--- src/pkg/trig_seq_pkg.sv ---
// Purpose: Shared constants and types of the measurement trigger sequencer
// Assumes: 40 MHz clock, one clock domain
// Notes:   Contract
// Contract
// - Triggers are taken only from the selected source.
// - Auto mode takes readings back to back as fast as possible.
// - Entering auto forces unlimited sample count and starts measuring.
// - Single mode: each press or external edge starts one burst.
// - Waiting-for-trigger output is high while armed.
// - Hold updates only on stable readings; beeps on capture if enabled.
// - Hold cancels on function change, remote entry or manual range.
// - Immediate source triggers at once; default for remote operation.
// - Configure and measure commands set source to immediate.
// - Bus source starts readings only on a bus trigger after arming.
// - Internal source triggers on level crossing, V, I and R only.
// - Default one sample per trigger; up to 50,000 or 1 million. Reset loads a count of zero (unlimited) instead.
// - Programmed number of pre-trigger samples is kept.
// - No pre-trigger retention for continuity and diode test.
// - Trigger delay ranges from 0 to 3600 seconds.
// - Continuity and diode test apply no delay.
// - In automatic delay mode an automatic delay input is used.
// - Manual delay applies to all functions but continuity and diode.
// - Delay choices: automatic, zero or manual.
// - Measure command resets delay to automatic.
// - One external trigger during a reading is latched and issued after.
`default_nettype none
package trig_seq_pkg;
  localparam int unsigned CLOCK_HZ        = 40_000_000;
  localparam int unsigned DELAY_MAX_S     = 3600;
  localparam int unsigned TICK_US         = 1;
  localparam int unsigned TICK_CYCLES     = CLOCK_HZ / 1_000_000 * TICK_US;
  localparam int unsigned COUNT_MAX_STD   = 50_000;
  localparam int unsigned COUNT_MAX_EXT   = 1_000_000;
  localparam int unsigned COUNT_W         = 20;
  localparam int unsigned DELAY_W         = 32;
  localparam logic [19:0] COUNT_RESET     = 20'h00001;
  localparam logic [19:0] PRETRIG_RESET   = 20'h00000;
  localparam logic [31:0] DELAY_RESET     = 32'h00000000;
  localparam logic [31:0] DELAY_MAX_US    = 32'hd693a400;

  typedef enum logic [2:0] {
    SRC_AUTO, SRC_SINGLE, SRC_HOLD, SRC_IMMEDIATE, SRC_BUS, SRC_EXTERNAL,
    SRC_INTERNAL
  } source_t;
  typedef enum logic [1:0] {DLY_AUTO, DLY_ZERO, DLY_MANUAL} delay_mode_t;
  typedef enum logic [2:0] {
    FN_DCV, FN_ACV, FN_DCI, FN_ACI, FN_RES2, FN_RES4, FN_CONT, FN_DIODE
  } function_t;
endpackage
`default_nettype wire

--- src/hw/edge_sync.sv ---
// Purpose: Two-flop synchroniser with rising or falling edge pulse
// Assumes: Input asynchronous to clock
// Notes:   First flop read only by the second
`default_nettype none
module edge_sync (
  // Clock and reset
  input  wire logic clock,
  input  wire logic rst_n,
  // Pin side
  input  wire logic pin,
  input  wire logic rising,
  // Logic side
  output logic      edge_pulse
);
  logic meta, sync, prev;
  logic next_pulse;

  always_comb begin
    next_pulse = rising ? (sync & ~prev) : (~sync & prev);
  end

  always_ff @(posedge clock or negedge rst_n) begin
    if (!rst_n) begin
      meta       <= 1'b0;
      sync       <= 1'b0;
      prev       <= 1'b0;
      edge_pulse <= 1'b0;
    end else begin
      meta       <= pin;
      sync       <= meta;
      prev       <= sync;
      edge_pulse <= next_pulse;
    end
  end
endmodule // edge_sync
`default_nettype wire

--- src/hw/delay_timer.sv ---
// Purpose: Microsecond delay timer for the trigger delay
// Assumes: Start pulse loads a delay in microseconds
// Notes:   Zero delay raises done two cycles after the start pulse
`default_nettype none
module delay_timer
  import trig_seq_pkg::*;
#(
  parameter int unsigned TICK = TICK_CYCLES
) (
  // Clock and reset
  input  wire logic               clock,
  input  wire logic               rst_n,
  // Control
  input  wire logic               start,
  input  wire logic [DELAY_W-1:0] delay_us,
  // Status
  output logic                    done
);
  logic [DELAY_W-1:0] remain, next_remain;
  logic [7:0]         tick, next_tick;
  logic               busy, next_busy, next_done;

  always_comb begin
    next_remain = remain;
    next_tick   = tick;
    next_busy   = busy;
    next_done   = 1'b0;
    if (start) begin
      next_remain = delay_us;
      next_tick   = 8'h00;
      next_busy   = 1'b1;
    end else if (busy) begin
      if (remain == '0) begin
        next_busy = 1'b0;
        next_done = 1'b1;
      end else if (tick == 8'(TICK - 1)) begin
        next_tick   = 8'h00;
        next_remain = remain - 1'b1;
      end else begin
        next_tick = tick + 8'h01;
      end
    end
  end

  always_ff @(posedge clock or negedge rst_n) begin
    if (!rst_n) begin
      remain <= '0;
      tick   <= 8'h00;
      busy   <= 1'b0;
      done   <= 1'b0;
    end else begin
      remain <= next_remain;
      tick   <= next_tick;
      busy   <= next_busy;
      done   <= next_done;
    end
  end
endmodule // delay_timer
`default_nettype wire

--- src/hw/trigger_sequencer.sv ---
// Purpose: Trigger sequencer: source select, delay, sample bursts, hold
// Assumes: Engine pulses sample_done once per requested sample
// Notes:   Count of zero means unlimited samples
`default_nettype none
module trigger_sequencer
  import trig_seq_pkg::*;
#(
  parameter bit EXTENDED = 1'b0
) (
  // Clock and reset
  input  wire logic                 clock,
  input  wire logic                 rst_n,
  // Configuration
  input  wire trig_seq_pkg::source_t     source_sel,
  input  wire logic                 source_load,
  input  wire logic [COUNT_W-1:0]   sample_count,
  input  wire logic [COUNT_W-1:0]   pretrigger_count,
  input  wire logic                 count_load,
  input  wire trig_seq_pkg::delay_mode_t delay_mode,
  input  wire logic [DELAY_W-1:0]   manual_delay_us,
  input  wire logic                 delay_load,
  input  wire trig_seq_pkg::function_t   meas_function,
  input  wire logic [DELAY_W-1:0]   auto_delay_us,
  input  wire logic                 beeper_enable,
  // Commands
  input  wire logic                 cmd_configure,
  input  wire logic                 cmd_measure,
  input  wire logic                 cmd_arm,
  input  wire logic                 cmd_abort,
  input  wire logic                 cmd_bus_trigger,
  input  wire logic                 key_trigger,
  input  wire logic                 remote_enter,
  input  wire logic                 range_manual,
  // Engine and external trigger
  input  wire logic                 ext_trig_pin,
  input  wire logic                 ext_slope_pos,
  input  wire logic                 level_rising,
  input  wire logic                 level_falling,
  input  wire logic                 level_slope_pos,
  input  wire logic                 reading_stable,
  input  wire logic                 sample_done,
  // Status and engine control
  output logic                      sample_req,
  output logic                      pretrig_active,
  output logic                      waiting_trigger,
  output logic                      hold_capture,
  output logic                      beep,
  output trig_seq_pkg::source_t          source,
  output logic [COUNT_W-1:0]        count_cfg,
  output logic [COUNT_W-1:0]        pretrig_cfg,
  output trig_seq_pkg::delay_mode_t      delay_cfg,
  output logic                      burst_done
);
  import trig_seq_pkg::*;

  typedef enum logic [2:0] {
    ST_IDLE, ST_WAIT, ST_DELAY, ST_SAMPLE, ST_HOLD
  } state_t;

  localparam logic [COUNT_W-1:0] COUNT_LIMIT =
    EXTENDED ? COUNT_W'(COUNT_MAX_EXT) : COUNT_W'(COUNT_MAX_STD);

  ////////////////////////////////////////////////////////////////////////////
  // External trigger synchroniser and delay timer
  logic ext_edge;
  logic timer_start, timer_done;
  logic [DELAY_W-1:0] timer_load;

  edge_sync ext_sync (
    .clock      (clock),
    .rst_n      (rst_n),
    .pin        (ext_trig_pin),
    .rising     (ext_slope_pos),
    .edge_pulse (ext_edge)
  );

  delay_timer dly (
    .clock    (clock),
    .rst_n    (rst_n),
    .start    (timer_start),
    .delay_us (timer_load),
    .done     (timer_done)
  );

  function automatic logic no_delay_fn(input function_t f);
    return (f == FN_CONT) || (f == FN_DIODE);
  endfunction

  function automatic logic [COUNT_W-1:0] clamp_count(
      input logic [COUNT_W-1:0] c);
    return (c > COUNT_LIMIT) ? COUNT_LIMIT : c;
  endfunction

  ////////////////////////////////////////////////////////////////////////////
  // State
  state_t             state, next_state;
  source_t            next_source;
  delay_mode_t        next_delay_cfg;
  logic [DELAY_W-1:0] manual_dly, next_manual_dly;
  logic [COUNT_W-1:0] next_count_cfg, next_pretrig_cfg;
  logic [COUNT_W-1:0] taken, next_taken;
  logic               ext_pending, next_ext_pending;
  function_t          last_fn;
  logic               next_sample_req, next_pretrig_active, next_waiting;
  logic               next_hold_capture, next_beep, next_burst_done;
  logic               trig_event, level_hit, fn_change;

  always_comb begin
    fn_change = (meas_function != last_fn);
    level_hit = (meas_function != FN_CONT) && (meas_function != FN_DIODE)
              && (level_slope_pos ? level_rising : level_falling);
    trig_event = 1'b0;
    case (source)
      SRC_IMMEDIATE: trig_event = 1'b1;
      SRC_BUS:       trig_event = cmd_bus_trigger;
      SRC_EXTERNAL:  trig_event = ext_edge | ext_pending;
      SRC_SINGLE:    trig_event = key_trigger | ext_edge | ext_pending;
      SRC_INTERNAL:  trig_event = level_hit;
      default:       trig_event = 1'b0;
    endcase
  end

  always_comb begin
    next_state          = state;
    next_source         = source;
    next_delay_cfg      = delay_cfg;
    next_manual_dly     = manual_dly;
    next_count_cfg      = count_cfg;
    next_pretrig_cfg    = pretrig_cfg;
    next_taken          = taken;
    next_ext_pending    = ext_pending;
    next_sample_req     = 1'b0;
    next_hold_capture   = 1'b0;
    next_beep           = 1'b0;
    next_burst_done     = 1'b0;
    timer_start         = 1'b0;
    timer_load          = '0;

    if (count_load) begin
      next_count_cfg   = clamp_count(sample_count);
      next_pretrig_cfg = pretrigger_count;
    end
    if (delay_load) begin
      next_delay_cfg  = delay_mode;
      next_manual_dly = (manual_delay_us > DELAY_MAX_US) ?
                        DELAY_MAX_US : manual_delay_us;
    end
    if (cmd_configure || cmd_measure) next_source = SRC_IMMEDIATE;
    if (cmd_measure) next_delay_cfg = DLY_AUTO;
    if (source_load) begin
      next_source = source_sel;
      if (source_sel == SRC_AUTO) next_count_cfg = '0;
    end

    // External edge during a reading is kept for later
    if (ext_edge && (state == ST_SAMPLE || state == ST_DELAY))
      next_ext_pending = 1'b1;

    case (state)
      ST_IDLE: begin
        if (cmd_arm) next_state = ST_WAIT;
      end
      ST_WAIT: begin
        if (trig_event) begin
          next_ext_pending = 1'b0;
          next_taken       = '0;
          next_state       = ST_DELAY;
          timer_start      = 1'b1;
          if (no_delay_fn(meas_function) || delay_cfg == DLY_ZERO)
            timer_load = '0;
          else if (delay_cfg == DLY_MANUAL)
            timer_load = manual_dly;
          else
            timer_load = auto_delay_us;
        end
      end
      ST_DELAY: begin
        if (timer_done) begin
          next_state      = ST_SAMPLE;
          next_sample_req = 1'b1;
        end
      end
      ST_SAMPLE: begin
        if (sample_done) begin
          next_taken = taken + 1'b1;
          if (source == SRC_AUTO) begin
            next_sample_req = 1'b1;
          end else if (count_cfg != '0 && taken + 1'b1 >= count_cfg) begin
            next_burst_done = 1'b1;
            next_state      = ST_WAIT;
          end else begin
            next_sample_req = 1'b1;
          end
        end
      end
      ST_HOLD: begin
        if (reading_stable) begin
          next_hold_capture = 1'b1;
          next_beep         = beeper_enable;
        end
        if (fn_change || remote_enter || range_manual)
          next_state = ST_IDLE;
      end
      default: next_state = ST_IDLE;
    endcase

    // Source change restarts the sequence in its own mode
    if (source_load) begin
      case (source_sel)
        SRC_AUTO: begin
          next_state = ST_DELAY;
          timer_start = 1'b1;
          timer_load  = '0;
        end
        SRC_HOLD: next_state = ST_HOLD;
        SRC_SINGLE: next_state = ST_WAIT;
        default: next_state = ST_IDLE;
      endcase
    end
    if (cmd_abort) next_state = ST_IDLE;
    if (state == ST_HOLD && (fn_change || remote_enter || range_manual))
      next_source = SRC_IMMEDIATE;
  end

  always_comb begin
    next_waiting = (next_state == ST_WAIT);
    next_pretrig_active = (next_state == ST_WAIT) && (pretrig_cfg != '0)
                        && !no_delay_fn(meas_function);
  end

  always_ff @(posedge clock or negedge rst_n) begin
    if (!rst_n) begin
      state           <= ST_DELAY;
      source          <= SRC_AUTO;
      delay_cfg       <= DLY_AUTO;
      manual_dly      <= DELAY_RESET;
      count_cfg       <= '0;
      pretrig_cfg     <= PRETRIG_RESET;
      taken           <= '0;
      ext_pending     <= 1'b0;
      last_fn         <= FN_DCV;
      sample_req      <= 1'b0;
      pretrig_active  <= 1'b0;
      waiting_trigger <= 1'b0;
      hold_capture    <= 1'b0;
      beep            <= 1'b0;
      burst_done      <= 1'b0;
    end else begin
      state           <= next_state;
      source          <= next_source;
      delay_cfg       <= next_delay_cfg;
      manual_dly      <= next_manual_dly;
      count_cfg       <= next_count_cfg;
      pretrig_cfg     <= next_pretrig_cfg;
      taken           <= next_taken;
      ext_pending     <= next_ext_pending;
      last_fn         <= meas_function;
      sample_req      <= next_sample_req;
      pretrig_active  <= next_pretrig_active;
      waiting_trigger <= next_waiting;
      hold_capture    <= next_hold_capture;
      beep            <= next_beep;
      burst_done      <= next_burst_done;
    end
  end
endmodule // trigger_sequencer
`default_nettype wire

--- config.mk ---
export PLATFORM = sky130hd
export DESIGN_NAME = trigger_sequencer
export DESIGN_NICKNAME = d
export VERILOG_FILES = /design/src/pkg/trig_seq_pkg.sv /design/src/hw/edge_sync.sv /design/src/hw/delay_timer.sv /design/src/hw/trigger_sequencer.sv
export SDC_FILE = /design/constraint.sdc
export NUM_CORES = 1
export LEC_CHECK = 0
export BUFFER_PORTS_ARGS = -buffer_cell sky130_fd_sc_hd__buf_2
export CAP_MARGIN = 20
export CORE_MARGIN = 2
export CORE_UTILIZATION = 55
export DETAILED_ROUTE_END_ITERATION = 8
export GPL_TIMING_DRIVEN = 1
export PLACE_DENSITY_LB_ADDON = 0.08
export RECOVER_POWER = 25
export SKIP_CTS_REPAIR_TIMING = 1
export SLEW_MARGIN = 20
export SYNTH_ARGS = -nofsm -noshare
export SYNTH_HDL_FRONTEND = slang
export SYNTH_SLANG_ARGS = --single-unit
--- constraint.sdc ---
create_clock -name clock -period 10.05 [get_ports clock]
set_clock_uncertainty 0.2 [all_clocks]
set_input_delay 1.5075 -clock clock [delete_from_list [all_inputs] [get_ports clock]]
set_output_delay 1.5075 -clock clock [all_outputs]
set_load 0.1 [all_outputs]
==> results_tabular.tex, run 1 <==
\begin{tabular}{lr}
\hline
Metric & Value \\
\hline
\multicolumn{2}{l}{\textbf{Synth}} \\
\quad Most area-consuming cells after synthesis & sky130\_fd\_sc\_hd\_\_dfrtp\_1, sky130\_fd\_sc\_hd\_\_mux2i\_1, sky130\_fd\_sc\_hd\_\_nor2\_1, sky130\_fd\_sc\_hd\_\_ha\_1, sky130\_fd\_sc\_hd\_\_mux2\_2 \\
\quad Combined area of all synthesized cells & 8380 µm² \\
\quad Number of enable-type register cells in the synthesized netlist & 0 \\
\quad Sequential share of the synthesized area & 0.466 \\
\quad Largest area contributor in the synthesized netlist & sky130\_fd\_sc\_hd\_\_dfrtp\_1 \\
\quad Post-synth net total & 1014 \\
\quad Synthesized area per cell & 9.76 µm² \\
\quad Instance count of the mapped netlist & 858 \\
\quad Top\_reg\_cell synth & sky130\_fd\_sc\_hd\_\_dfrtp\_1 \\
\quad Count of distinct cell types in the synthesized netlist & 63 \\
\quad Fraction of registers with async set/reset & 1.00 \\
\quad Number of storage elements in the synthesis netlist & 156 \\
\quad Area share of the largest cell type after synthesis & 0.463 \\
\quad Number of warning messages in the yosys log & 0 \\
\multicolumn{2}{l}{\textbf{Floorplan}} \\
\quad Area of the die & 16200 µm² \\
\quad Chip Width & 127 µm \\
\quad Ports & 184 \\
\quad Number of cell rows & 45 \\
\quad Floorplan Core Area & 15000 µm² \\
\quad Initial cell density of the core & 0.557 \\
\quad Die Ht & 127 µm \\
\multicolumn{2}{l}{\textbf{Clock network}} \\
\quad TritonCTS Sinks & 156 \\
\quad Root Buffer Master & sky130\_fd\_sc\_hd\_\_clkbuf\_16 \\
\quad Maximum root-to-sink buffer count & 2 \\
\quad Number of H-tree levels & 4 \\
\quad Worst skew pair latency & 420 ps \\
\quad Reg clk slew, reported paths & 70 ps \\
\quad CTS buffer count & 17 \\
\quad TritonCTS clock tree & done \\
\multicolumn{2}{l}{\textbf{Setup path}} \\
\quad Data arrival time of the critical path & 5730 ps \\
\quad Crit path buffers/inverters & 2 \\
\quad Critical setup path kind & input port to asynchronous set/reset pin \\
\quad Critical-path cell list & clkbuf\_1 -> buf\_4 \\
\quad Gate family responsible for the most delay along the worst path & buffers and inverters \\
\quad CP Max Fanout & 86 \\
\quad Critical path data required time & 10280 ps \\
\quad Endpoint class of the critical path & asynchronous set/reset pin \\
\quad Critical path startpoint category & input port \\
\quad Slowest stage cell on the critical path & sky130\_fd\_sc\_hd\_\_clkbuf\_1 \\
\quad Highest cell delay on the worst timing path & 3070 ps \\
\multicolumn{2}{l}{\textbf{Global route}} \\
\quad Initial antenna violation count & 0 \\
\quad Wire length of the first global-routing pass & 34800 µm \\
\quad Aggregate global routing overflow & 0 \\
\quad Vias in the first global route & 6926 \\
\quad Pin count of the biggest net entering global routing & 87 \\
\quad All-Layer GR Usage & 0.268 \\
\multicolumn{2}{l}{\textbf{STA}} \\
\quad Unrepaired setup endpoints after global routing & false \\
\quad Period utilization & 0.547 \\
\quad Setup slack after layout & 4550 ps \\
\quad Worst slew slack as a fraction of its limit & -1.97 \\
\quad Min Tclk post-route & 5500 ps \\
\quad Achievable Freq & 182 MHz \\
\quad Endpoints failing hold & 0 \\
\quad Final setup TNS & 0 ps \\
\quad Measured slew at the worst slew-check pin & 4450 ps \\
\quad Number of endpoints failing setup at the final stage & 0 \\
\quad Pins Over Slew Limit & 87 \\
\multicolumn{2}{l}{\textbf{Placement}} \\
\quad Post-Place Worst Slack & 5870 ps \\
\quad DP HPWL & 15300 µm \\
\quad GPL Wtd Cong & 0.912 \\
\quad Dpl cell area & 9410 µm² \\
\quad Number of port buffers & 183 \\
\quad DP Cell Count & 1193 \\
\multicolumn{2}{l}{\textbf{Power and ir drop}} \\
\quad Static Leak & 4.87 nW \\
\quad Peak VDD IR & 182 µV \\
\quad Cell Pwr Density & 182 nW/µm² \\
\multicolumn{2}{l}{\textbf{Drt}} \\
\quad Antenna Nets Post-Route & 0 \\
\quad Violation count after the first detailed-routing iteration & 541 \\
\quad DRT Pass-1 Iters & 5 \\
\quad Number of design rule violations left after detail routing & 0 \\
\quad Wirelength, routed & 21000 µm \\
\quad Total number of vias & 7243 \\
\quad Average wire length per cell after detail routing & 17.2 µm \\
\quad Per-cell via count in the routed design & 5.91 \\
\multicolumn{2}{l}{\textbf{Layout}} \\
\quad Cell area after layout & 9990 µm² \\
\quad Final net count & 1180 \\
\quad Diode count & 0 \\
\quad Synthesis-to-finish area growth & 19.3\% \\
\quad Fill cell total of the finished layout & 1266 \\
\quad Post-layout utilization of the core & 0.665 \\
\quad Final Non-Filler Cells & 1225 \\
\quad Share of final-layout standard cells stronger than drive strength 1 & 0.249 \\
\multicolumn{2}{l}{\textbf{Worst hold path}} \\
\quad Worst hold path class & flip-flop to flip-flop \\
\multicolumn{2}{l}{\textbf{Status}} \\
\quad Failing checks & capacitance limit, slew limit \\
\quad Status & finished, violations left \\
\multicolumn{2}{l}{\textbf{Flow run}} \\
\quad \# Max-Cap Violations & 1 \\
\hline
\end{tabular}
## placed cells by master, fill, tap and decap left out, drive strengths merged, types with 18 or more instances in the layout
cell / Yosys / routed
a21oi: 42 / 42
buf: 11 / 186
clkbuf: 32 / 23
dfrtp: 155 / 155
ha: 23 / 23
inv: 29 / 35
mux2: 23 / 23
mux2i: 45 / 45
nand2: 61 / 61
nand3: 30 / 30
nor2: 79 / 79
nor3: 20 / 20
nor4: 28 / 28
o21ai: 41 / 41
o22ai: 23 / 23
xnor2: 18 / 18
xor2: 19 / 19
## report_power, final
group	switching (mW)	total (mW)	internal, mW	leakage [nW]
Sequential	0.0684	0.765	0.697	1.98
Combinational	0.266	0.416	0.150	2.60
Clock	0.273	0.633	0.360	0.283
Total	0.608	1.81	1.21	4.87
## synthesized netlist by cell type, types with 8 or more instances
cell / number
sky130_fd_sc_hd__nor2_1: 79
sky130_fd_sc_hd__nor2b_1: 14
sky130_fd_sc_hd__nand2b_1: 8
sky130_fd_sc_hd__o22a_1: 8
sky130_fd_sc_hd__o31ai_1: 8
sky130_fd_sc_hd__a22o_1: 14
sky130_fd_sc_hd__clkbuf_1: 30
sky130_fd_sc_hd__a211o_1: 11
sky130_fd_sc_hd__or4_1: 10
sky130_fd_sc_hd__nand3_1: 30
sky130_fd_sc_hd__nor3_1: 20
sky130_fd_sc_hd__nor4_1: 27
sky130_fd_sc_hd__and3_1: 15
sky130_fd_sc_hd__xnor2_1: 18
sky130_fd_sc_hd__nand2_1: 61
sky130_fd_sc_hd__o22ai_1: 23
sky130_fd_sc_hd__mux2_2: 23
sky130_fd_sc_hd__o21a_1: 13
sky130_fd_sc_hd__xor2_1: 19
sky130_fd_sc_hd__inv_1: 29
sky130_fd_sc_hd__a31oi_1: 16
sky130_fd_sc_hd__o21ai_0: 40
sky130_fd_sc_hd__dfrtp_1: 155
sky130_fd_sc_hd__mux2i_1: 45
sky130_fd_sc_hd__a21oi_1: 42
sky130_fd_sc_hd__ha_1: 23
## area by class of cell
type                    count  area (µm²)  area share
flip-flops and latches    156        3910       0.391
inverters                  29         109      0.0109
well taps                 188         235      0.0235
clock buffers              19         453      0.0453
repair buffers            190         963      0.0964
multi-input cells         630        4190       0.420
clock inverters            13         131      0.0132
## final timing paths
| kind | from | end | slack [ps] | cells after the start |
|---|---|---|---|---|
| setup / recovery | rst_n | dly.remain[9] | 4550 | 2 |
| hold / removal | ext_sync.meta | ext_sync.sync | 160 | 0 |
| setup reg to reg | taken[0] | pretrig_active | 6000 | 13 |
| hold reg to reg | ext_sync.meta | ext_sync.sync | 160 | 0 |
| max in group clock | taken[0] | pretrig_active | 6000 | 13 |
| min in group asynchronous | rst_n | count_cfg[7] | 2460 | 1 |
## registers in the layout, indices dropped and copies added, names as in the netlist, 2 cells and up
name	cells
taken	20
state	3
manual_dly	32
delay_cfg	2
count_cfg	20
pretrig_cfg	20
dly.tick	8
source	3
last_fn	3
dly.remain	32
## per-stage QoR
step	power, mW	hold slack (ps)
after floorplan	1.07	131
after global placement	1.18	134
after detailed placement	1.19	140
after CTS	1.82	158
after global routing	1.91	172
final	1.81	156
## metal layers
layer / track usage / wire length, µm
met3: 0.0607 / 1120
met1: 0.387 / 9880
met4: 0.0608 / 256
met2: 0.416 / 9790
met5: 0 / 0
## logic make-up after synthesis
logic type / synth area share
flip-flops: 0.466
XOR/XNOR: 0.0387
AND/OR/NAND/NOR: 0.180
multiplexers: 0.0847
buffers and inverters: 0.0339
adder cells (fa/ha/maj): 0.0344
AO/OA/AOI/OAI: 0.163
(Power assumes the default switching activity.)
==> run 2, diff against run 1 <==
--- a/config.mk
+++ b/config.mk
@@ -5,6 +5,7 @@
 export SDC_FILE = /design/constraint.sdc
 export NUM_CORES = 1
 export LEC_CHECK = 0
+export ABC_AREA = 1
 export BUFFER_PORTS_ARGS = -buffer_cell sky130_fd_sc_hd__buf_2
 export CAP_MARGIN = 20
 export CORE_MARGIN = 2
==> constraint.sdc (replaced) <==
create_clock -name clock -period 5.4 [get_ports clock]
set_clock_uncertainty 0.2 [all_clocks]
set_input_delay 0.81 -clock clock [delete_from_list [all_inputs] [get_ports clock]]
set_output_delay 0.81 -clock clock [all_outputs]
set_load 0.1 [all_outputs]
==> run 2 against run 1 <==
Net effect: the run still ends with capacitance limit, slew limit left; final cell count up 36%; synthesized cell count up 47%; critical path depth up 12; routed wire length up 17%; first-iteration DRC count up 6.8%; global-route usage up 1.9 points; combinational power rose to 3.1 times the previous value; non-clock buffer count down 2; power up 130%; register-to-register slack worse by 4000 ps; critical endpoint is now dly.remain[29].
==> results_tabular.tex, run 2 <==
\begin{tabular}{lr}
\hline
Metric & Value \\
\hline
\multicolumn{2}{l}{\textbf{Synth}} \\
\quad Combinational family with the most area after synthesis & simple AND/OR/NAND/NOR gates \\
\quad Number of warning messages in the yosys log & 0 \\
\quad Synthesized area per cell & 7.29 µm² \\
\quad Most area-consuming cells after synthesis & sky130\_fd\_sc\_hd\_\_dfrtp\_1, sky130\_fd\_sc\_hd\_\_nand2\_1, sky130\_fd\_sc\_hd\_\_inv\_1, sky130\_fd\_sc\_hd\_\_nor2\_1, sky130\_fd\_sc\_hd\_\_o21ai\_0 \\
\quad Instance count of the mapped netlist & 1257 \\
\quad Synth Area in Compound Gates & 0.106 \\
\quad Leading cell type by number of instances after synthesis & sky130\_fd\_sc\_hd\_\_nand2\_1 \\
\quad Count of distinct cell types in the synthesized netlist & 47 \\
\quad Number of storage elements in the synthesis netlist & 156 \\
\quad Fraction of registers with async set/reset & 1.00 \\
\quad Post-synth net total & 1413 \\
\quad XOR/XNOR share of the synthesized area & 0.0287 \\
\quad Top\_reg\_cell synth & sky130\_fd\_sc\_hd\_\_dfrtp\_1 \\
\quad Number of enable-type register cells in the synthesized netlist & 0 \\
\quad Basic-gate share of the synthesized area counting and, or, nand and nor cells & 0.298 \\
\quad Adder and majority gate portion of the synthesized area & 0.0314 \\
\quad Combined area of all synthesized cells & 9170 µm² \\
\quad Area share of the largest cell type after synthesis & 0.423 \\
\quad Largest area contributor in the synthesized netlist & sky130\_fd\_sc\_hd\_\_dfrtp\_1 \\
\quad Top cell types by occurrence after synthesis & sky130\_fd\_sc\_hd\_\_nand2\_1, sky130\_fd\_sc\_hd\_\_dfrtp\_1, sky130\_fd\_sc\_hd\_\_inv\_1, sky130\_fd\_sc\_hd\_\_nor2\_1, sky130\_fd\_sc\_hd\_\_o21ai\_0 \\
\quad Sequential share of the synthesized area & 0.426 \\
\quad Portion of netlist area occupied by mux cells & 0.0246 \\
\multicolumn{2}{l}{\textbf{Power and ir drop}} \\
\quad Net switching fraction of the power & 0.379 \\
\quad P\_int & 2.55 mW \\
\quad Gate power share & 0.318 \\
\quad Peak VDD IR & 255 µV \\
\quad Cell Pwr Density & 379 nW/µm² \\
\quad Switching power total & 1.56 mW \\
\quad Clock power share & 0.310 \\
\quad Static Leak & 5.74 nW \\
\quad Seq pwr share & 0.371 \\
\multicolumn{2}{l}{\textbf{Setup path}} \\
\quad Endpoint class of the critical path & flip-flop \\
\quad CP Max Fanout & 41 \\
\quad Critical setup path kind & input port to flip-flop \\
\quad Critical path data required time & 5490 ps \\
\quad Critical path startpoint category & input port \\
\quad Data arrival time of the critical path & 3480 ps \\
\multicolumn{2}{l}{\textbf{Layout}} \\
\quad Leading cell type in the layout, fill and taps excluded & sky130\_fd\_sc\_hd\_\_nand2\_1 \\
\quad Fill cell total of the finished layout & 1488 \\
\quad Share of final-layout standard cells stronger than drive strength 1 & 0.184 \\
\quad Synthesis-to-finish area growth & 18.3\% \\
\quad Post-layout utilization of the core & 0.661 \\
\quad Final net count & 1581 \\
\quad Highest-count cells in the layout ignoring fill and taps & sky130\_fd\_sc\_hd\_\_nand2\_1, sky130\_fd\_sc\_hd\_\_buf\_2, sky130\_fd\_sc\_hd\_\_dfrtp\_1, sky130\_fd\_sc\_hd\_\_inv\_1, sky130\_fd\_sc\_hd\_\_nor2\_1 \\
\quad Biggest registers after layout & dly.remain x32, manual\_dly x32 \\
\quad Sequential cell area & 3910 µm² \\
\quad Multi-input gate area & 4480 µm² \\
\multicolumn{2}{l}{\textbf{Floorplan}} \\
\quad Ports & 184 \\
\quad Chip Width & 133 µm \\
\quad Area of the die & 17700 µm² \\
\quad Die Ht & 133 µm \\
\quad Initial cell density of the core & 0.559 \\
\quad Number of cell rows & 47 \\
\quad Floorplan Core Area & 16400 µm² \\
\multicolumn{2}{l}{\textbf{Status}} \\
\quad Failing checks & capacitance limit, slew limit \\
\quad Status & finished, violations left \\
\multicolumn{2}{l}{\textbf{STA}} \\
\quad Final setup TNS & 0 ps \\
\quad Min Tclk post-route & 3390 ps \\
\quad Period utilization & 0.628 \\
\quad Achievable Freq & 295 MHz \\
\quad Endpoints failing hold & 0 \\
\quad Pins Over Slew Limit & 98 \\
\quad Measured slew at the worst slew-check pin & 1990 ps \\
\quad Unrepaired setup endpoints after global routing & false \\
\quad Worst slew slack as a fraction of its limit & -0.329 \\
\quad Number of endpoints failing setup at the final stage & 0 \\
\multicolumn{2}{l}{\textbf{Placement}} \\
\quad DP HPWL & 18600 µm \\
\quad Number of port buffers & 183 \\
\quad GPL Wtd Cong & 0.886 \\
\multicolumn{2}{l}{\textbf{Clock network}} \\
\quad Reg clk slew, reported paths & 60 ps \\
\quad Number of H-tree levels & 4 \\
\quad TritonCTS Sinks & 156 \\
\quad CTS buffer count & 17 \\
\quad TritonCTS clock tree & done \\
\quad Maximum root-to-sink buffer count & 2 \\
\quad Worst skew pair latency & 430 ps \\
\quad Root Buffer Master & sky130\_fd\_sc\_hd\_\_clkbuf\_16 \\
\multicolumn{2}{l}{\textbf{Drt}} \\
\quad Total number of vias & 8791 \\
\quad Violation count after the first detailed-routing iteration & 578 \\
\quad Number of design rule violations left after detail routing & 0 \\
\quad Wirelength, routed & 24700 µm \\
\quad DRT Pass-1 Iters & 6 \\
\quad Average wire length per cell after detail routing & 14.8 µm \\
\quad Per-cell via count in the routed design & 5.29 \\
\quad Antenna Nets Post-Route & 0 \\
\multicolumn{2}{l}{\textbf{Global route}} \\
\quad Pin count of the biggest net entering global routing & 80 \\
\quad Aggregate global routing overflow & 0 \\
\quad Wire length of the first global-routing pass & 40600 µm \\
\quad Initial antenna violation count & 6 \\
\quad All-Layer GR Usage & 0.287 \\
\quad Vias in the first global route & 8416 \\
\multicolumn{2}{l}{\textbf{Worst hold path}} \\
\quad Worst hold path class & flip-flop to flip-flop \\
\multicolumn{2}{l}{\textbf{Flow run}} \\
\quad \# Max-Cap Violations & 2 \\
\hline
\end{tabular}
[run 2: cell count changes after synthesis, sizes merged, moves of 12 or more]
cell,before,now
inv,29,154
nand3,30,65
a31oi,16,4
and3,16,0
nand4,7,26
o21ai,41,102
a22o,14,2
nor4,28,11
nor2,79,137
nand2,61,396
o21a,13,1
mux2i,45,0
nor2b,14,0
[run 2: worst max-delay path, cell delays in order]
cell and delay (ps):
sky130_fd_sc_hd__clkbuf_1 150, sky130_fd_sc_hd__nand2_1 150, sky130_fd_sc_hd__clkinv_1 70, sky130_fd_sc_hd__nor2_1 30, sky130_fd_sc_hd__nand2_1 50, sky130_fd_sc_hd__nand2_1 50, sky130_fd_sc_hd__nand2_1 70, sky130_fd_sc_hd__nand2_1 90
sky130_fd_sc_hd__nand2_2 150, sky130_fd_sc_hd__nand2_2 340, sky130_fd_sc_hd__a21oi_4 690, sky130_fd_sc_hd__inv_2 510, sky130_fd_sc_hd__nand2_1 220, sky130_fd_sc_hd__o21ai_2 60
[run 2: layout make-up]
type                    instances  share of cell area
flip-flops and latches        156               0.360
clock buffers                  19              0.0399
clock inverters                13              0.0177
diodes                          5             0.00115
well taps                     220              0.0254
inverters                     156              0.0540
repair buffers                188              0.0881
multi-input cells             906               0.413
[run 2: kinds of logic after synthesis]
| logic type | count (synthesis) |
|---|---|
| and+or+nand+nor | 660 |
| buffers and inverters | 195 |
| AOI/OAI and AO/OA | 173 |
| DFF | 156 |
| xor gates and xnor gates | 30 |
| adders and majority gates | 23 |
| muxes | 20 |
[run 2: routing by layer]
layer  part of all wire  GRT usage
met2               0.49      0.501
met5            0.00053          0
met3              0.063     0.0609
met4              0.025     0.0998
met1               0.42      0.354
[run 2: power groups by stage]
stage               sequential (mW)  combinational [mW]  clock, mW
floorplan                      1.66               0.856          0
detailed placement             1.54                1.30          0
finish                         1.53                1.31       1.28
CTS                            1.52                1.31       1.29
global route                   1.55                1.49       1.34
global placement               1.54                1.28          0
[run 2: metrics by stage]
stage	area [µm²]	hold WS, ps	instances	total power, mW	setup slack (ps)
6_report	10800	153	1663	4.11	2010
5_1_grt	10800	159	1662	4.38	1600
4_1_cts	10800	158	1658	4.12	2050
3_5_place_dp	10200	143	1626	2.84	1600
3_3_place_gp	10200	133	1626	2.82	1700
2_1_floorplan	9170	131	1257	2.51	2620
[run 2: final timing paths]
kind | depth (start not counted) | slack [ps] | start | end
setup / recovery | 14 | 2010 | meas_function[1] | dly.remain[29]
hold / removal | 0 | 150 | ext_sync.meta | ext_sync.sync
setup reg to reg | 22 | 2040 | taken[0] | pretrig_active
hold reg to reg | 0 | 150 | ext_sync.meta | ext_sync.sync
max in group asynchronous | 2 | 3760 | rst_n | delay_cfg[1]
min in group asynchronous | 1 | 210 | rst_n | pretrig_cfg[15]
==> run 3, diff against run 2 <==
--- a/config.mk
+++ b/config.mk
@@ -5,7 +5,7 @@
 export SDC_FILE = /design/constraint.sdc
 export NUM_CORES = 1
 export LEC_CHECK = 0
-export ABC_AREA = 1
+export ABC_AREA = 0
 export BUFFER_PORTS_ARGS = -buffer_cell sky130_fd_sc_hd__buf_2
 export CAP_MARGIN = 20
 export CORE_MARGIN = 2
==> constraint.sdc (replaced) <==
create_clock -name clock -period 3.2 [get_ports clock]
set_clock_uncertainty 0.2 [all_clocks]
set_input_delay 0.48 -clock clock [delete_from_list [all_inputs] [get_ports clock]]
set_output_delay 0.48 -clock clock [all_outputs]
set_load 0.1 [all_outputs]
==> run 3 against run 2 <==
Net effect: the flow finishes with violations (capacitance limit, slew limit, setup timing); register-to-register slack worse by 2100 ps; non-clock buffer count up 57; worst setup slack worse by 2100 ps; sequential share of layout area up 0.99 points; critical path type is now flip-flop to flip-flop.
==> results_tabular.tex, run 3 (synthesized netlist as in run 1, its figures left out) <==
\begin{tabular}{lr}
\hline
Metric & Value \\
\hline
\multicolumn{2}{l}{\textbf{Setup path}} \\
\quad Highest cell delay on the worst timing path & 380 ps \\
\quad Endpoint class of the critical path & flip-flop \\
\quad Slowest stage cell on the critical path & sky130\_fd\_sc\_hd\_\_nor4\_2 \\
\quad Critical setup path kind & flip-flop to flip-flop \\
\quad Critical path data required time & 3340 ps \\
\quad Gate family responsible for the most delay along the worst path & simple AND/OR/NAND/NOR gates \\
\quad Critical path startpoint category & flip-flop \\
\quad Crit path buffers/inverters & 0 \\
\quad Critical-path cell list & and4\_1 -> and4\_4 -> and3\_4 -> and3\_4 -> xor2\_1 -> ha\_1 -> nand4\_1 -> nor4\_2 -> o2111ai\_1 -> a31oi\_2 -> a41oi\_2 -> nor4\_2 \\
\quad Data arrival time of the critical path & 3450 ps \\
\quad CP Max Fanout & 4 \\
\multicolumn{2}{l}{\textbf{Drt}} \\
\quad DRT Pass-1 Iters & 5 \\
\quad Number of design rule violations left after detail routing & 0 \\
\quad Average wire length per cell after detail routing & 17.0 µm \\
\quad Total number of vias & 7491 \\
\quad Antenna Nets Post-Route & 0 \\
\quad Wirelength, routed & 21800 µm \\
\quad Per-cell via count in the routed design & 5.85 \\
\quad Violation count after the first detailed-routing iteration & 598 \\
\multicolumn{2}{l}{\textbf{Global route}} \\
\quad Vias in the first global route & 7163 \\
\quad Initial antenna violation count & 0 \\
\quad All-Layer GR Usage & 0.271 \\
\quad Aggregate global routing overflow & 0 \\
\quad Pin count of the biggest net entering global routing & 61 \\
\quad Wire length of the first global-routing pass & 35000 µm \\
\multicolumn{2}{l}{\textbf{Clock network}} \\
\quad CTS buffer count & 17 \\
\quad Maximum root-to-sink buffer count & 2 \\
\quad TritonCTS Sinks & 156 \\
\quad TritonCTS clock tree & done \\
\quad Worst skew pair latency & 440 ps \\
\quad Number of H-tree levels & 4 \\
\quad Reg clk slew, reported paths & 70 ps \\
\quad Root Buffer Master & sky130\_fd\_sc\_hd\_\_clkbuf\_16 \\
\multicolumn{2}{l}{\textbf{Status}} \\
\quad Status & finished, violations left \\
\quad Failing checks & capacitance limit, slew limit, setup timing \\
\multicolumn{2}{l}{\textbf{STA}} \\
\quad Pins Over Slew Limit & 97 \\
\quad Unrepaired setup endpoints after global routing & true \\
\quad Period utilization & 1.03 \\
\quad Min Tclk post-route & 3300 ps \\
\quad Setup slack after layout & -104 ps \\
\quad Number of endpoints failing setup at the final stage & 3 \\
\quad Worst-case hold slack & 45.4 ps \\
\quad Measured slew at the worst slew-check pin & 1890 ps \\
\quad Worst slew slack as a fraction of its limit & -0.261 \\
\quad Final setup TNS & -168 ps \\
\quad Endpoints failing hold & 0 \\
\quad Achievable Freq & 303 MHz \\
\multicolumn{2}{l}{\textbf{Floorplan}} \\
\quad Area of the die & 16200 µm² \\
\quad Die Ht & 127 µm \\
\quad Initial cell density of the core & 0.557 \\
\quad Floorplan Core Area & 15000 µm² \\
\quad Number of cell rows & 45 \\
\quad Ports & 184 \\
\quad Chip Width & 127 µm \\
\multicolumn{2}{l}{\textbf{Layout}} \\
\quad Final net count & 1235 \\
\quad Synthesis-to-finish area growth & 25.9\% \\
\quad Diode count & 0 \\
\quad Biggest registers after layout & dly.remain x32, manual\_dly x32 \\
\quad Share of final-layout standard cells stronger than drive strength 1 & 0.295 \\
\quad Highest-count cells in the layout ignoring fill and taps & sky130\_fd\_sc\_hd\_\_buf\_2, sky130\_fd\_sc\_hd\_\_dfrtp\_1, sky130\_fd\_sc\_hd\_\_nor2\_1, sky130\_fd\_sc\_hd\_\_nand2\_1, sky130\_fd\_sc\_hd\_\_buf\_4 \\
\quad Leading cell type in the layout, fill and taps excluded & sky130\_fd\_sc\_hd\_\_buf\_2 \\
\multicolumn{2}{l}{\textbf{Worst hold path}} \\
\quad Worst hold path class & input port to flip-flop \\
\multicolumn{2}{l}{\textbf{Power and ir drop}} \\
\quad Peak VDD IR & 469 µV \\
\quad Cell Pwr Density & 548 nW/µm² \\
\quad Static Leak & 5.18 nW \\
\multicolumn{2}{l}{\textbf{Flow run}} \\
\quad \# Max-Cap Violations & 2 \\
\multicolumn{2}{l}{\textbf{Placement}} \\
\quad DP HPWL & 15500 µm \\
\quad GPL Wtd Cong & 0.922 \\
\quad Number of port buffers & 183 \\
\hline
\end{tabular}
## run 3: final cells by class
type / instances / area [µm²]
Fill cell: 1220 / 4480
Multi-Input combinational cell: 630 / 4280
Sequential cell: 156 / 3910
Timing Repair Buffer: 245 / 1420
Clock buffer: 17 / 425
Tap cell: 188 / 235
Clock inverter: 15 / 174
Inverter: 29 / 109
## run 3: worst paths after layout
path	start	end	slack (ps)	cells after the start
setup / recovery	taken[10]	pretrig_active	-100	12
hold / removal	beeper_enable	beep	50	2
setup reg to reg	taken[10]	pretrig_active	-100	12
hold reg to reg	ext_sync.meta	ext_sync.sync	150	0
max in group asynchronous	rst_n	dly.remain[23]	960	3
min in group asynchronous	rst_n	count_cfg[11]	760	2
## run 3: metrics by stage
stage	setup WS (ps)	total power, mW	instance area, µm²	cells	util
4_1_cts	-222	5.79	10400	1267	0.691
3_5_place_dp	-156	3.78	9790	1235	0.651
5_1_grt	-286	6.06	10600	1280	0.702
6_report	-104	5.78	10600	1280	0.702
2_1_floorplan	58.9	3.38	8400	858	-
3_3_place_gp	-93.9	3.75	9790	1235	0.651
## run 3: report_power, final
group	internal (mW)	total [mW]	switching [mW]	leakage [nW]
Clock	1.05	2.01	0.952	0.293
Sequential	2.19	2.39	0.203	1.98
Combinational	0.515	1.38	0.869	2.90
Total	3.76	5.78	2.02	5.18
## run 3: metal layers
| layer | vias up | share of wire | GRT usage |
|---|---|---|---|
| li1 | 3605 | - | - |
| met1 | 3611 | 0.46 | 0.387 |
| met2 | 238 | 0.47 | 0.417 |
| met3 | 37 | 0.056 | 0.0595 |
| met4 | 0 | 0.020 | 0.0840 |
| met5 | - | 0 | 0 |
## run 3: worst reg2reg max path, delay by kind of cell, from the launching register on
kind | cells | cell delay, ps
simple gates | 7 | 1620
compound gates | 3 | 670
flops | 1 | 350
fa+ha+maj | 1 | 320
xor+xnor | 1 | 70
